$ cat config.mk
export PLATFORM = sky130hd
export DESIGN_NAME = cpv_top
export DESIGN_NICKNAME = d
export VERILOG_FILES = /design/src/rtl/cpv_pkg.sv /design/src/rtl/cpv_sync.sv /design/src/rtl/cpv_qual.sv /design/src/rtl/cpv_top.sv
export SDC_FILE = /design/constraint.sdc
export NUM_CORES = 1
export LEC_CHECK = 0
export ABC_AREA = 1
export BUFFER_PORTS_ARGS = -buffer_cell sky130_fd_sc_hd__buf_4
export CORE_ASPECT_RATIO = 1.4
export CORE_UTILIZATION = 52
export DETAILED_ROUTE_END_ITERATION = 7
export PLACE_DENSITY_LB_ADDON = 0.1
export REMOVE_ABC_BUFFERS = 1
export SKIP_LAST_GASP = 1
export SYNTH_ARGS = -nofsm -noshare
export SYNTH_HDL_FRONTEND = slang
export SYNTH_SLANG_ARGS = --single-unit
$ cat constraint.sdc
create_clock -name clk_i -period 2.5 [get_ports clk_i]
set_clock_uncertainty 0.05 [all_clocks]
set_input_delay 0.125 -clock clk_i [delete_from_list [all_inputs] [get_ports clk_i]]
set_output_delay 0.125 -clock clk_i [all_outputs]
set_load 0.1 [all_outputs]
$ cat src/rtl/cpv_pkg.sv
// shared constants, register map and carrier types of the cell pack voltage alarm block
package cpv_pkg;

    // time base and delay figures
    localparam int unsigned CLK_FREQ_HZ      = 250_000_000;                  // core clock rate
    localparam int unsigned DETECT_DELAY_MS  = 128;                          // detect_delay of this variant
    localparam int unsigned RELEASE_DELAY_MS = 8;                            // release_delay of this variant
    localparam int unsigned DETECT_CYCLES    = DETECT_DELAY_MS * (CLK_FREQ_HZ / 1000);
    localparam int unsigned RELEASE_CYCLES   = RELEASE_DELAY_MS * (CLK_FREQ_HZ / 1000);
    localparam int unsigned CNT_W            = 32;                           // delay counter width

    localparam int unsigned CELLS_MAX        = 6;                            // widest pack supported
    localparam int unsigned STEP_W           = 5;                            // self-test step counter width
    localparam logic [4:0]  STEP_REG_HIGH    = 5'h0E;                        // regulator high fault pulse
    localparam logic [4:0]  STEP_REG_LOW     = 5'h0F;                        // regulator low fault pulse

    // register byte addresses
    localparam logic [7:0]  ADDR_CTRL        = 8'h00;
    localparam logic [7:0]  ADDR_STATUS      = 8'h04;
    localparam logic [7:0]  ADDR_IRQ_STATUS  = 8'h08;
    localparam logic [7:0]  ADDR_IRQ_MASK    = 8'h0C;

    // control register fields
    localparam int unsigned CTRL_ACTIVE_LOW  = 0;                            // alarm polarity
    localparam int unsigned CTRL_OPEN_DRAIN  = 1;                            // alarm drive form
    localparam int unsigned CTRL_SEPARATE    = 2;                            // overdischarge routing
    localparam int unsigned CTRL_LATCH       = 3;                            // self-test result latch
    localparam int unsigned CTRL_W           = 4;
    localparam logic [3:0]  CTRL_RESET       = 4'h0;

    // interrupt bits
    localparam int unsigned IRQ_OC_SET       = 0;
    localparam int unsigned IRQ_OD_SET       = 1;
    localparam int unsigned IRQ_OC_CLR       = 2;
    localparam int unsigned IRQ_OD_CLR       = 3;
    localparam int unsigned IRQ_FAIL         = 4;
    localparam int unsigned IRQ_W            = 5;
    localparam logic [4:0]  IRQ_MASK_RESET   = 5'h00;

    // self-test pulse kinds
    typedef enum logic [2:0] {
        CPV_PULSE_NONE,
        CPV_PULSE_OC,
        CPV_PULSE_OD,
        CPV_PULSE_REG_HI,
        CPV_PULSE_REG_LO
    } cpv_pulse_t;

    // all asynchronous pin inputs, carried together through the synchroniser
    typedef struct packed {
        logic [CELLS_MAX-1:0] oc_trip;                                       // cell above overcharge_trip_level
        logic [CELLS_MAX-1:0] oc_clear;                                      // cell below overcharge_clear_level
        logic [CELLS_MAX-1:0] od_trip;                                       // cell below overdischarge_trip_level
        logic [CELLS_MAX-1:0] od_clear;                                      // cell above overdischarge_clear_level
        logic                 cell_count_select_a;
        logic                 cell_count_select_b;
        logic                 self_test_request;
        logic                 step;
        logic                 reg_high_det;                                  // regulator high fault detector
        logic                 reg_low_det;                                   // regulator low fault detector
    } cpv_pins_t;

    typedef struct packed {
        cpv_pins_t stage1;                                                   // first flop, read only by stage2
        cpv_pins_t stage2;
    } cpv_sync_state_t;

    typedef struct packed {
        logic             active;                                            // qualified state
        logic [CNT_W-1:0] cnt;                                               // uninterrupted cycles so far
    } cpv_qual_state_t;

endpackage

$ cat src/rtl/cpv_sync.sv
// two flip-flop synchroniser for all pin inputs
`timescale 1ns/1ns
module cpv_sync
    import cpv_pkg::*;
(
    input  wire logic      clk_i,
    input  wire logic      rst_i,
    input  wire cpv_pins_t d_i,
    output cpv_pins_t      q_o
);
    cpv_sync_state_t s;      // registered state
    cpv_sync_state_t next_s; // next state

    // stage1 feeds stage2 only; nothing else looks at it
    always_comb begin
        next_s        = s;
        next_s.stage1 = d_i;
        next_s.stage2 = s.stage1;
    end

    // register the copy; zero at reset means all comparators idle
    always_ff @(posedge clk_i) begin
        if (rst_i) begin
            s <= '0;
        end else begin
            s <= next_s;
        end
    end

    assign q_o = s.stage2;
endmodule

$ cat src/rtl/cpv_qual.sv
// detect/release delay qualifier: a state set and cleared only by uninterrupted conditions
`timescale 1ns/1ns
module cpv_qual
    import cpv_pkg::*;
#(
    parameter logic [CNT_W-1:0] DET_CYCLES = CNT_W'(DETECT_CYCLES),
    parameter logic [CNT_W-1:0] REL_CYCLES = CNT_W'(RELEASE_CYCLES)
) (
    input  wire logic clk_i,
    input  wire logic rst_i,
    input  wire logic detect_i,  // detection condition holds this cycle
    input  wire logic release_i, // release condition holds this cycle
    output logic      active_o   // qualified state
);
    cpv_qual_state_t s;      // registered state
    cpv_qual_state_t next_s; // next state

    // counting on the core clock as time base keeps one timer per state
    always_comb begin
        next_s = s;
        if (!s.active) begin
            if (!detect_i) begin
                next_s.cnt = '0;                              // lapse restarts the wait
            end else if (s.cnt >= DET_CYCLES - 1'b1) begin
                next_s.active = 1'b1;
                next_s.cnt    = '0;
            end else begin
                next_s.cnt = s.cnt + 1'b1;
            end
        end else begin
            if (!release_i) begin
                next_s.cnt = '0;                              // lapse restarts the wait
            end else if (s.cnt >= REL_CYCLES - 1'b1) begin
                next_s.active = 1'b0;
                next_s.cnt    = '0;
            end else begin
                next_s.cnt = s.cnt + 1'b1;
            end
        end
    end

    // register the copy
    always_ff @(posedge clk_i) begin
        if (rst_i) begin
            s <= '0;
        end else begin
            s <= next_s;
        end
    end

    assign active_o = s.active;
endmodule

$ cat src/rtl/cpv_top.sv
// cell pack voltage alarm logic with wishbone registers and interrupt
`timescale 1ns/1ns
module cpv_top
    import cpv_pkg::*;
#(
    parameter logic [CNT_W-1:0] DET_CYCLES = CNT_W'(DETECT_CYCLES),  // detect_delay in clocks
    parameter logic [CNT_W-1:0] REL_CYCLES = CNT_W'(RELEASE_CYCLES)  // release_delay in clocks
) (
    input  wire logic                 clk_i,
    input  wire logic                 rst_i,
    // wishbone slave
    input  wire logic                 wb_cyc_i,
    input  wire logic                 wb_stb_i,
    input  wire logic                 wb_we_i,
    input  wire logic [7:0]           wb_adr_i,
    input  wire logic [31:0]          wb_dat_i,
    input  wire logic [3:0]           wb_sel_i,
    output logic      [31:0]          wb_dat_o,
    output logic                      wb_ack_o,
    output logic                      irq_o,
    // comparator results per cell
    input  wire logic [CELLS_MAX-1:0] oc_trip_i,
    input  wire logic [CELLS_MAX-1:0] oc_clear_i,
    input  wire logic [CELLS_MAX-1:0] od_trip_i,
    input  wire logic [CELLS_MAX-1:0] od_clear_i,
    // pins from the board and host
    input  wire logic                 cell_count_select_a_i,
    input  wire logic                 cell_count_select_b_i,
    input  wire logic                 self_test_request_i,
    input  wire logic                 step_i,
    input  wire logic                 reg_high_det_i,
    input  wire logic                 reg_low_det_i,
    // alarm pins
    output logic                      primary_alarm_output_o,
    output logic                      primary_alarm_output_oe_o,
    output logic                      secondary_alarm_output_o,
    output logic                      secondary_alarm_output_oe_o
);
    typedef struct packed {
        logic [CTRL_W-1:0] ctrl;      // option bits
        logic [IRQ_W-1:0]  irq_stat;  // sticky events
        logic [IRQ_W-1:0]  irq_mask;  // interrupt enables
        logic              ack;       // bus answer
        logic [31:0]       rdata;     // read data
        logic              oc_prev;   // last overcharge state
        logic              od_prev;   // last overdischarge state
        logic              req_prev;  // last request level
        logic              step_prev; // last step level
        logic [STEP_W-1:0] step_cnt;  // step pulses since request rose
        logic              seen;      // current pulse showed detection
        logic              fail;      // self-test failure found
        logic              pending;   // power-up detection awaiting request pulse
        logic              pri_out;
        logic              pri_oe;
        logic              sec_out;
        logic              sec_oe;
    } cpv_top_state_t;

    cpv_top_state_t       s;          // registered state
    cpv_top_state_t       next_s;     // next state
    cpv_pins_t            pins_raw;   // pins before synchroniser
    cpv_pins_t            pins;       // synchronised pins
    logic [CELLS_MAX-1:0] cell_mask;  // monitored cells
    logic [CELLS_MAX-1:0] force_oc;   // self-test overcharge stimulus
    logic [CELLS_MAX-1:0] force_od;   // self-test overdischarge stimulus
    logic [CELLS_MAX-1:0] eff_oc_trip;
    logic [CELLS_MAX-1:0] eff_oc_clear;
    logic [CELLS_MAX-1:0] eff_od_trip;
    logic [CELLS_MAX-1:0] eff_od_clear;
    logic                 oc_active;  // qualified overcharge state
    logic                 od_active;  // qualified overdischarge state
    logic                 testing;    // self-test running
    logic                 pulse_hi;   // step pulse high in self-test
    cpv_pulse_t           kind;       // what the current pulse exercises
    logic [2:0]           pulse_cell; // cell index exercised

    // select pins to monitored cell mask
    function automatic logic [CELLS_MAX-1:0] cells_of(input logic sel_a, input logic sel_b);
        case ({sel_a, sel_b})
            2'b00:   cells_of = 6'h3F;                              // six cells
            2'b01:   cells_of = 6'h1F;                              // five cells
            2'b10:   cells_of = 6'h0F;                              // four cells
            default: cells_of = 6'h07;                              // three cells
        endcase
    endfunction

    // number of cells from the mask
    function automatic logic [4:0] count_of(input logic [CELLS_MAX-1:0] mask);
        logic [4:0] n;
        n = 5'h00;
        for (int i = 0; i < CELLS_MAX; i++) begin
            n = n + {4'h0, mask[i]};
        end
        count_of = n;
    endfunction

    // one alarm pin: detection level under polarity, then drive form
    function automatic logic [1:0] pin_of(input logic detect, input logic act_low, input logic od);
        logic lvl;
        lvl = detect ^ act_low;                                     // asserted level follows polarity
        if (od) begin
            pin_of = {1'b0, ~lvl};                                  // open drain pulls low only
        end else begin
            pin_of = {lvl, 1'b1};                                   // push-pull drives always
        end
    endfunction

    assign pins_raw = '{oc_trip: oc_trip_i, oc_clear: oc_clear_i, od_trip: od_trip_i, od_clear: od_clear_i,
                        cell_count_select_a: cell_count_select_a_i, cell_count_select_b: cell_count_select_b_i,
                        self_test_request: self_test_request_i, step: step_i,
                        reg_high_det: reg_high_det_i, reg_low_det: reg_low_det_i};

    cpv_sync u_sync (
        .clk_i (clk_i),
        .rst_i (rst_i),
        .d_i   (pins_raw),
        .q_o   (pins)
    );

    // decode which check the current step pulse performs
    always_comb begin
        cell_mask  = cells_of(pins.cell_count_select_a, pins.cell_count_select_b);
        testing    = pins.self_test_request;
        pulse_hi   = testing && pins.step;
        kind       = CPV_PULSE_NONE;
        pulse_cell = 3'h0;
        force_oc   = '0;
        force_od   = '0;
        if (s.step_cnt != 5'h00 && {1'b0, s.step_cnt} <= {count_of(cell_mask), 1'b0}) begin
            kind       = s.step_cnt[0] ? CPV_PULSE_OC : CPV_PULSE_OD;       // odd/even pulse
            pulse_cell = 3'(((s.step_cnt + 5'h01) >> 1) - 5'h01);
        end else if (s.step_cnt == STEP_REG_HIGH) begin
            kind = CPV_PULSE_REG_HI;
        end else if (s.step_cnt == STEP_REG_LOW) begin
            kind = CPV_PULSE_REG_LO;
        end
        // the stimulus shifts the comparator inputs of one cell while the pulse is high
        if (pulse_hi && kind == CPV_PULSE_OC) begin
            force_oc[pulse_cell] = 1'b1;
        end
        if (pulse_hi && kind == CPV_PULSE_OD) begin
            force_od[pulse_cell] = 1'b1;
        end
        eff_oc_trip  = (pins.oc_trip | force_oc) & cell_mask;
        eff_oc_clear = pins.oc_clear & ~force_oc;
        eff_od_trip  = (pins.od_trip | force_od) & cell_mask;
        eff_od_clear = pins.od_clear & ~force_od;
    end

    // overcharge: any monitored cell above trip to set, every monitored cell below clear to release
    cpv_qual #(
        .DET_CYCLES (DET_CYCLES),
        .REL_CYCLES (REL_CYCLES)
    ) u_oc (
        .clk_i     (clk_i),
        .rst_i     (rst_i),
        .detect_i  (|eff_oc_trip),
        .release_i (&(eff_oc_clear | ~cell_mask)),
        .active_o  (oc_active)
    );

    // overdischarge: any monitored cell below trip to set, every monitored cell above clear to release
    cpv_qual #(
        .DET_CYCLES (DET_CYCLES),
        .REL_CYCLES (REL_CYCLES)
    ) u_od (
        .clk_i     (clk_i),
        .rst_i     (rst_i),
        .detect_i  (|eff_od_trip),
        .release_i (&(eff_od_clear | ~cell_mask)),
        .active_o  (od_active)
    );

    // self-test sequencing, alarm pins, registers and interrupt events
    always_comb begin
        logic             pri_det;
        logic             sec_det;
        logic             reg_show;
        logic             sep;
        logic [IRQ_W-1:0] ev;
        logic [1:0]       pin;
        logic             acc;
        pri_det = 1'b0;
        sec_det = 1'b0;
        reg_show = 1'b0;
        sep = s.ctrl[CTRL_SEPARATE];
        ev = '0;
        pin = 2'b00;
        acc = wb_cyc_i && wb_stb_i && !s.ack;
        next_s = s;

        // request edges: rise starts a fresh run, fall ends it
        next_s.req_prev  = testing;
        next_s.step_prev = pins.step;
        if (testing && !s.req_prev) begin
            next_s.step_cnt = '0;
            next_s.fail     = 1'b0;
            next_s.seen     = 1'b0;
        end
        if (!testing && s.req_prev) begin
            next_s.pending = 1'b0;                                          // request pulse clears
            next_s.step_cnt = '0;
        end
        if (pulse_hi) begin
            case (kind)
                CPV_PULSE_OC:     next_s.seen = s.seen | oc_active;
                CPV_PULSE_OD:     next_s.seen = s.seen | od_active;
                CPV_PULSE_REG_HI: next_s.seen = s.seen | pins.reg_high_det;
                CPV_PULSE_REG_LO: next_s.seen = s.seen | pins.reg_low_det;
                default:          next_s.seen = s.seen;
            endcase
        end
        // step rise advances the check and must win over the stale seen of the last pulse; fall judges it
        if (testing && pins.step && !s.step_prev && s.step_cnt != 5'h1F) begin
            next_s.step_cnt = s.step_cnt + 5'h01;
            next_s.seen     = 1'b0;
        end
        if (testing && !pins.step && s.step_prev && kind != CPV_PULSE_NONE && !s.seen) begin
            next_s.fail = 1'b1;
            ev[IRQ_FAIL] = 1'b1;
        end

        // regulator status shown on secondary while its pulse is high
        if (pulse_hi && kind == CPV_PULSE_REG_HI) begin
            reg_show = pins.reg_high_det;
        end
        if (pulse_hi && kind == CPV_PULSE_REG_LO) begin
            reg_show = pins.reg_low_det;
        end

        // alarm routing; outside self-test, with nothing active and no power-up flag pending both pins deassert
        pri_det = oc_active || (od_active && !sep);
        if (testing) begin
            // in self-test overcharge shows on both pins, overdischarge on secondary in either type
            sec_det = oc_active || od_active || reg_show ||
                      (s.fail && s.ctrl[CTRL_LATCH]);
        end else begin
            sec_det = (od_active && sep) || s.pending;
        end
        pin            = pin_of(pri_det, s.ctrl[CTRL_ACTIVE_LOW], s.ctrl[CTRL_OPEN_DRAIN]);
        next_s.pri_out = pin[1];
        next_s.pri_oe  = pin[0];
        pin            = pin_of(sec_det, s.ctrl[CTRL_ACTIVE_LOW], s.ctrl[CTRL_OPEN_DRAIN]);
        next_s.sec_out = pin[1];
        next_s.sec_oe  = pin[0];

        // state change events
        next_s.oc_prev = oc_active;
        next_s.od_prev = od_active;
        ev[IRQ_OC_SET] = oc_active && !s.oc_prev;
        ev[IRQ_OD_SET] = od_active && !s.od_prev;
        ev[IRQ_OC_CLR] = !oc_active && s.oc_prev;
        ev[IRQ_OD_CLR] = !od_active && s.od_prev;

        // wishbone: answer one cycle after the request, drop ack the cycle after
        next_s.ack   = acc;
        next_s.rdata = 32'h0000_0000;
        if (acc && wb_we_i && wb_sel_i[0]) begin
            case (wb_adr_i)
                ADDR_CTRL:     next_s.ctrl     = wb_dat_i[CTRL_W-1:0];
                ADDR_IRQ_MASK: next_s.irq_mask = wb_dat_i[IRQ_W-1:0];
                default:       next_s.ctrl     = s.ctrl;                    // others ignore writes
            endcase
        end
        if (acc && !wb_we_i) begin
            case (wb_adr_i)
                ADDR_CTRL:       next_s.rdata = {28'h0000000, s.ctrl};
                ADDR_STATUS:     next_s.rdata = {8'h00, 3'h0, s.step_cnt, 3'h0, count_of(cell_mask),
                                                 3'h0, s.pending, s.fail, testing, od_active, oc_active};
                ADDR_IRQ_STATUS: next_s.rdata = {27'h0000000, s.irq_stat};
                ADDR_IRQ_MASK:   next_s.rdata = {27'h0000000, s.irq_mask};
                default:         next_s.rdata = 32'h0000_0000;              // unmapped reads zero
            endcase
        end
        // read clears, but an event in the same cycle still lands
        if (acc && !wb_we_i && wb_adr_i == ADDR_IRQ_STATUS) begin
            next_s.irq_stat = ev;
        end else begin
            next_s.irq_stat = s.irq_stat | ev;
        end
    end

    // register the copy; pending starts set so a fresh power-up flags the secondary pin
    always_ff @(posedge clk_i) begin
        if (rst_i) begin
            s          <= '0;
            s.ctrl     <= CTRL_RESET;
            s.irq_mask <= IRQ_MASK_RESET;
            s.pending  <= 1'b1;
            s.pri_oe   <= 1'b1;
            s.sec_oe   <= 1'b1;
        end else begin
            s <= next_s;
        end
    end

    assign wb_dat_o                    = s.rdata;
    assign wb_ack_o                    = s.ack;
    assign irq_o                       = |(s.irq_stat & s.irq_mask);
    assign primary_alarm_output_o      = s.pri_out;
    assign primary_alarm_output_oe_o   = s.pri_oe;
    assign secondary_alarm_output_o    = s.sec_out;
    assign secondary_alarm_output_oe_o = s.sec_oe;
endmodule

# Word-level counts from Yosys, hierarchy flattened
# Index checks and enable logic that the tools add are counted.
# word_totals
word_cells	197
regBits	189
input_bits	79
out_inout_bits	38
# classes
add_sub_neg	9
mux	40
n_eq_ne	13
reduce_logical	64
bitwise_logic	23
magnitude_cmp	7
# op_table
cell	n
32-bit 2-to-1 mux	8
21-bit case mux with 4 select lines	1
33-bit 2-to-1 mux	2
32-bit by 1-bit adder with 32-bit output, second input constant	2
32-bit by 21-bit >= comparator with 1-bit output, second input constant	2
32-bit by 25-bit >= comparator with 1-bit output, second input constant	2
1-bit logical AND	28
6-bit bitwise AND	4
6-bit bitwise OR	4
6-bit 2-to-1 mux	3
6-bit inverter	3
6-bit case mux with 3 select lines	1
8-bit by 4-bit == test with 1-bit output, second input constant	2
1-bit 2-to-1 mux	15
1-bit logical NOT	12
3-bit 2-to-1 mux	4
6-bit AND reduction	2
6-bit OR reduction	2
5-bit by 4-bit == test with 1-bit output, second input constant	2
5-bit 2-to-1 mux	2
8-bit by 3-bit == test with 1-bit output, second input constant	1
8-bit logical NOT	1
2-bit OR reduction	4
7-bit 2-to-1 mux	1
other kinds (32)	48

# Logic depth before layout (Yosys ltp)
# logic_depth
word_depth	21
depth_mapped	21
mapped_depth_nobuf	20

# Hierarchy
# A second synthesis with hierarchy kept.
# unflattened
hier_cells	1178
area_unflattened_um2	8385.5
# modules_own_cells
mod	instances	area_each_um2	seq_area_each_um2	cells_per_inst
cpv_qual	2	1944.4	660.6	299
cpv_top	1	2766.4	880.8	393
cpv_sync	1	1730.4	1201.2	187

# Least setup slack after synthesis
# Ideal clock, no wire load.
# synth_timing
path_kind	flip-flop to flip-flop
from	reg s[7] (netlist bit)
to	reg u_od.s[10] (netlist bit)
period_less_slack_ns	2.476
setup_slack_ns	0.024
required_ns	2.338
setup_time_ns	0.112
path_buffers	1
path_stages_with_launch	16
arrival_ns	2.314
cell_sequence	dfxtp_1 inv_2 ha_1 inv_1 ha_1 inv_1 nand3_1 nor2_1 nand2_1 nand2_1 nand2_1 nand3_1 nor2_2 a21oi_4 buf_6 nor2_1
# synth_between
elab_chain_len	14
elab_cells_between_ends	30
cone_classes	2 x add/sub; 3 x order compare; 3 x eq/ne; 11 x mux; 5 x bitwise; 6 x reduce/logical
# synth_rtl
element	line_no	rtl
start: declaration	cpv_top.sv:59	cpv_top_state_t s;
start signal: assignment	cpv_top.sv:293	s <= next_s;
5-bit by 1-bit adder with 5-bit output, or another cell as far along	n/a	
3-bit by 1-bit subtractor with 3-bit output / 1-bit logical AND (equally long branches)	cpv_top.sv:131, cpv_top.sv:129	
3-bit 2-to-1 mux	cpv_top.sv:129	if (s.step_cnt != 5'h00 && {1'b0, s.step_cnt} <= {count_of(cell_mask), 1'b0}) begin
3-bit by 4-bit less-than comparator with 1-bit output (implied by the code) / 3-bit by 1-bit >= comparator with 1-bit output (equally long branches)	cpv_top.sv:142	force_od[pulse_cell] = 1'b1;
1-bit logical AND (implied by the code)	cpv_top.sv:142	
1-bit 2-to-1 mux (implied by the code)	cpv_top.sv:142	
1-bit demux with 3-bit select	cpv_top.sv:142	
6-bit 2-to-1 mux (*)	cpv_top.sv:141	if (pulse_hi && kind == CPV_PULSE_OD) begin
6-bit inverter	cpv_top.sv:147	eff_od_clear = pins.od_clear & ~force_od;
6-bit bitwise AND	cpv_top.sv:147	
6-bit bitwise OR	cpv_top.sv:170	.release_i (&(eff_od_clear | ~cell_mask)),
6-bit AND reduction	cpv_top.sv:170	
32-bit 2-to-1 mux	cpv_qual.sv:31	if (!release_i) begin
33-bit 2-to-1 mux (*)	cpv_qual.sv:21	if (!s.active) begin
end signal: assignment	cpv_qual.sv:47	s <= next_s;
end: declaration	cpv_qual.sv:15	cpv_qual_state_t s;
# Mark *: on every way between the ends. The rest lies on a longest branch, timed or not.
# A chain may end at the register's enable or synchronous reset.

# Worst setup path in the final report
# layout_timing
from	reg u_sync.s (netlist bit u_sync.q_o[4])
to	reg u_oc.s[20] (netlist bit)
# layout_between
elab_chain_len	19
elab_cells_between_ends	30
cone_classes	3 x add/sub; 3 x order compare; 3 x eq/ne; 9 x mux; 6 x bitwise; 6 x reduce/logical
# layout_rtl
element	line_no	rtl
start: declaration	cpv_sync.sv:11	cpv_sync_state_t s;
start signal: assignment	cpv_sync.sv:26	s <= next_s;
2-bit == test, or another cell as far along	cpv_top.sv:79	case ({sel_a, sel_b})
6-bit case mux with 3 select lines (*)	cpv_top.sv:79	
3-bit by 1-bit adder with 4-bit output	cpv_top.sv:92	n = n + {4'h0, mask[i]};
4-bit by 1-bit adder with 5-bit output	cpv_top.sv:92	
5-bit by 1-bit adder with 5-bit output	cpv_top.sv:92	
5-bit by 6-bit less-or-equal comparator with 1-bit output	cpv_top.sv:129	
1-bit logical AND	cpv_top.sv:129	
3-bit 2-to-1 mux	cpv_top.sv:129	
[... 3 more ...]	n/a	
1-bit demux with 3-bit select	cpv_top.sv:139	force_oc[pulse_cell] = 1'b1;
6-bit 2-to-1 mux	cpv_top.sv:138	if (pulse_hi && kind == CPV_PULSE_OC) begin
6-bit inverter	cpv_top.sv:145	eff_oc_clear = pins.oc_clear & ~force_oc;
6-bit bitwise AND	cpv_top.sv:145	
6-bit bitwise OR	cpv_top.sv:158	.release_i (&(eff_oc_clear | ~cell_mask)),
6-bit AND reduction	cpv_top.sv:158	
32-bit 2-to-1 mux	cpv_qual.sv:31	
33-bit 2-to-1 mux (*)	cpv_qual.sv:21	
end signal: assignment	cpv_qual.sv:47	
end: declaration	cpv_qual.sv:15	
# Marked as above.

==> flow_summary.yaml <==
critical_path:
  path_common_cell: "nand3_4"
  critPathSlowestCell: "dfxtp_2"
  crit_required_ns: 2.83
  critPathTopFamily: "simple AND/OR/NAND/NOR gates"
  worstSetupStartpointType: "flop"
  worstPathCellList: "ha_1 > inv_1 > nand2_2 > ha_4 > nand3_4 > nand2_4 > buf_6 > nand3_4 > nor2_4 > nand3_2 > a21oi_2 > nor2_4 > nand3_4 > clkbuf_16 > nand3_2 > nor2_2"
  cp_max_fo: 6
  crit_arrival_ns: 2.98
  cp_num_buf_inv: 3
  critical_path.max_stage_delay_ns: 0.34
  worst_setup_path_end_kind: "flop"
  worst-setup-path-type: "reg2reg"
sta:
  hold_ws_ns: 0.0447
  final_max_slew_viol_count: 0
  max_freq_mhz: 377
  timing.final.crit_share_pct: 106
  grt_setup_unrepaired: "true"
  worst_pin_slew_ns: 0.526
  fin_crit_ns: 2.65
  slew_headroom_pct: 64.0
  worst_slack_ns: -0.155
  hold_viol_final: 0
  setup_viol: 48
place:
  portBuffers: 67
  gp_congestion: 0.934
  hpwl_um: 11800
  preCtsSetupSlack_ns: -0.162
floorplanning:
  rows: 52
  fp.dieW_um: 106
  die_height_um: 147
  start_util_pct: 53.8
  die_area_um2: 15600
  coreArea_um2: 14600
  io_pins: 117
cts:
  cts_tree: "done"
  clk_pin_slew_ns: 0.07
  clock-sinks: 170
  clk_path_buf_depth: 2
  numCtsBuffers: 17
  clock_latency_ns: 0.44
  cts_root_buf: "clkbuf_16"
  htreeDepth: 4
drt:
  drt_iter0_drc: 305
  drcViolationCount: 0
  post_drt_via_cell_ratio: 5.01
  wl_um: 18500
  routedWlPerCell_um: 12.8
  postRouteAntennaNets: 0
  vias: 7219
  drt-pass1-iter-count: 5
global_routing:
  grt_busiest_layer: "met2"
  met2_usage_pct: 43.7
  antenna_found_initial: 0
  grt_max_degree: 62
  grt_pass1_wl_um: 29300
  grt_pass1_vias: 6689
  met1_usage_pct: 25.7
  overflow: 0
  use_met3_pct: 4.44
  grt_usage_pct: 23.4
synth:
  synth_cells: 1092
  avgSynthCellArea_um2: 7.17
  synth_top_area_cell: "dfxtp_1"
  post-synth-top-count-cell: "nor2_1"
  synth_area_leaders: "dfxtp_1 (43%), nor2_1 (11%), inv_1 (8.3%), nand2_1 (6.5%), nand3_1 (6.1%)"
  async_flop_share_pct: 0
  synth_cell_type_count: 40
  ys_warn_count: 0
  ys_ff_latch: 170
  ys.flop_type: "dfxtp_1"
  ys_seq_area_share_pct: 43.4
  ys_top_cells_by_count: "nor2_1 (222), inv_1 (174), dfxtp_1 (170)"
  synth-edff-count: 0
  syn-cell-area_um2: 7840
  synth_top_area_share_pct: 43.4
final_layout:
  antenna_cells: 0
  finalNetCount: 1336
  layout-drive-gt1-share_pct: 19.7
  area_growth_pct: 30.4
run_status:
  status: "finished with violations"
  violations: "negative setup slack"
power:
  pwr-share-seq_pct: 43.5
  p_int_uw: 4740
  pwr-share-comb_pct: 13.2
  switchingPower_uw: 1750
  switching_share_pct: 27.0
  powerDensity_nw_per_um2: 635
  vdd_drop_max_v: 0.000532
  clkPwrFrac_pct: 43.3
  p_leak_uw: 0.00439
run:
  cap_violations: 0
worst_hold_path:
  worstHoldPathType: "in2reg"
## final timing paths
| path | startpoint | to | slack, ns | cells past startpoint |
|---|---|---|---|---|
| worst max-delay path | u_sync.q_o[4] | u_oc.s[20] | -0.15 | 16 |
| worst min-delay path | rst_i | u_sync.next_s[3] | 0.04 | 2 |
| worst max register to register | u_sync.q_o[4] | u_oc.s[20] | -0.15 | 16 |
| worst min register to register | u_sync.next_s[9] | u_sync.q_o[9] | 0.34 | 2 |
## logic make-up (layout without fill, tap and decap cells)
group / count (synthesis) / after routing / synth area share [%]
flops: 170 / 170 / 43.4
fa+ha+maj: 17 / 17 / 2.71
buf+inv: 239 / 368 / 13.7
xor+xnor: 16 / 16 / 1.79
other cells: 1 / 33 / 0.0479
compound gates: 106 / 106 / 8.08
simple gates: 543 / 543 / 30.2
## what timing repair did
| item | 4_1_cts | 5_1_grt |
|---|---|---|
| hold buffers | 37 | 0 |
| endpoints found under the hold margin | 40 | 0 |
| gates cloned | 1 | 4 |
| resized for setup | 23 | 79 |
| setup buffers | 11 | 6 |
| pin swaps | 4 | 43 |
| endpoints found under the setup margin | 53 | 55 |
## sequential cells by signal, summed over array words and instances (netlist names), 13 cells and up
name / count
u_sync.next_s: 30
s: 26
u_sync.q_o: 30
u_od.s: 32
wb_dat_o: 13
u_oc.s: 32
## area by class of cell
cell class                      count  area [µm²]
Multi-Input combinational cell    715        3860
Tap cell                          189         236
Clock buffer                       18         439
Fill cell                        1205        4360
Timing Repair Buffer              158        1400
Clock inverter                     14         200
Sequential cell                   170        3410
Inverter                          178         668
## placed cells by master, fill, tap and decap left out, drive strengths merged
cell	netlist	routed
buf	44	119
clkbuf	17	20
clkinv	0	2
nand4	19	19
o2111ai	3	3
o22ai	4	4
nor2	230	230
a21oi	43	43
o31ai	1	1
dfxtp	170	170
nand3	100	100
a31oi	4	4
o211ai	6	6
dlygate4sd3	0	37
ha	17	17
a211oi	6	6
conb	1	33
clkinvlp	0	1
nor4	11	11
a2111oi	1	1
nand3b	1	1
bufinv	0	3
o221ai	1	1
and3	3	3
inv	178	186
nand2	140	140
or2	2	2
xor2	13	13
nor3	37	37
a221oi	4	4
o21ai	33	33
xnor2	3	3
## power by group through the flow
stage	clock network [µW]	logic (µW)	registers, µW
finish	2810	856	2820
detailed placement	0	687	2890
floorplan	0	373	2910
global route	2970	914	2830
CTS	2860	785	2830
global placement	0	685	2880
## metal layers
layer  vias to the layer above  part of all wire (%)
li1                       3702                     -
met1                      3300                    41
met2                       174                    52
met3                        43                   3.5
met4                         0                   2.7
met5                         -                     0
## through the flow
stage          total power (µW)  util, %  TNS (ns)  cell area (µm²)  instances
2_1_floorplan              3280        -     -3.54             7550       1063
3_3_place_gp               3570     59.2     -3.38             8630       1355
3_5_place_dp               3570     59.2     -6.42             8630       1355
4_1_cts                    6470     67.5     -1.48             9840       1436
5_1_grt                    6720     70.1    -12.55            10200       1442
6_report                   6490     70.1     -5.46            10200       1442
Note: power is estimated with default switching activity, not from simulation.
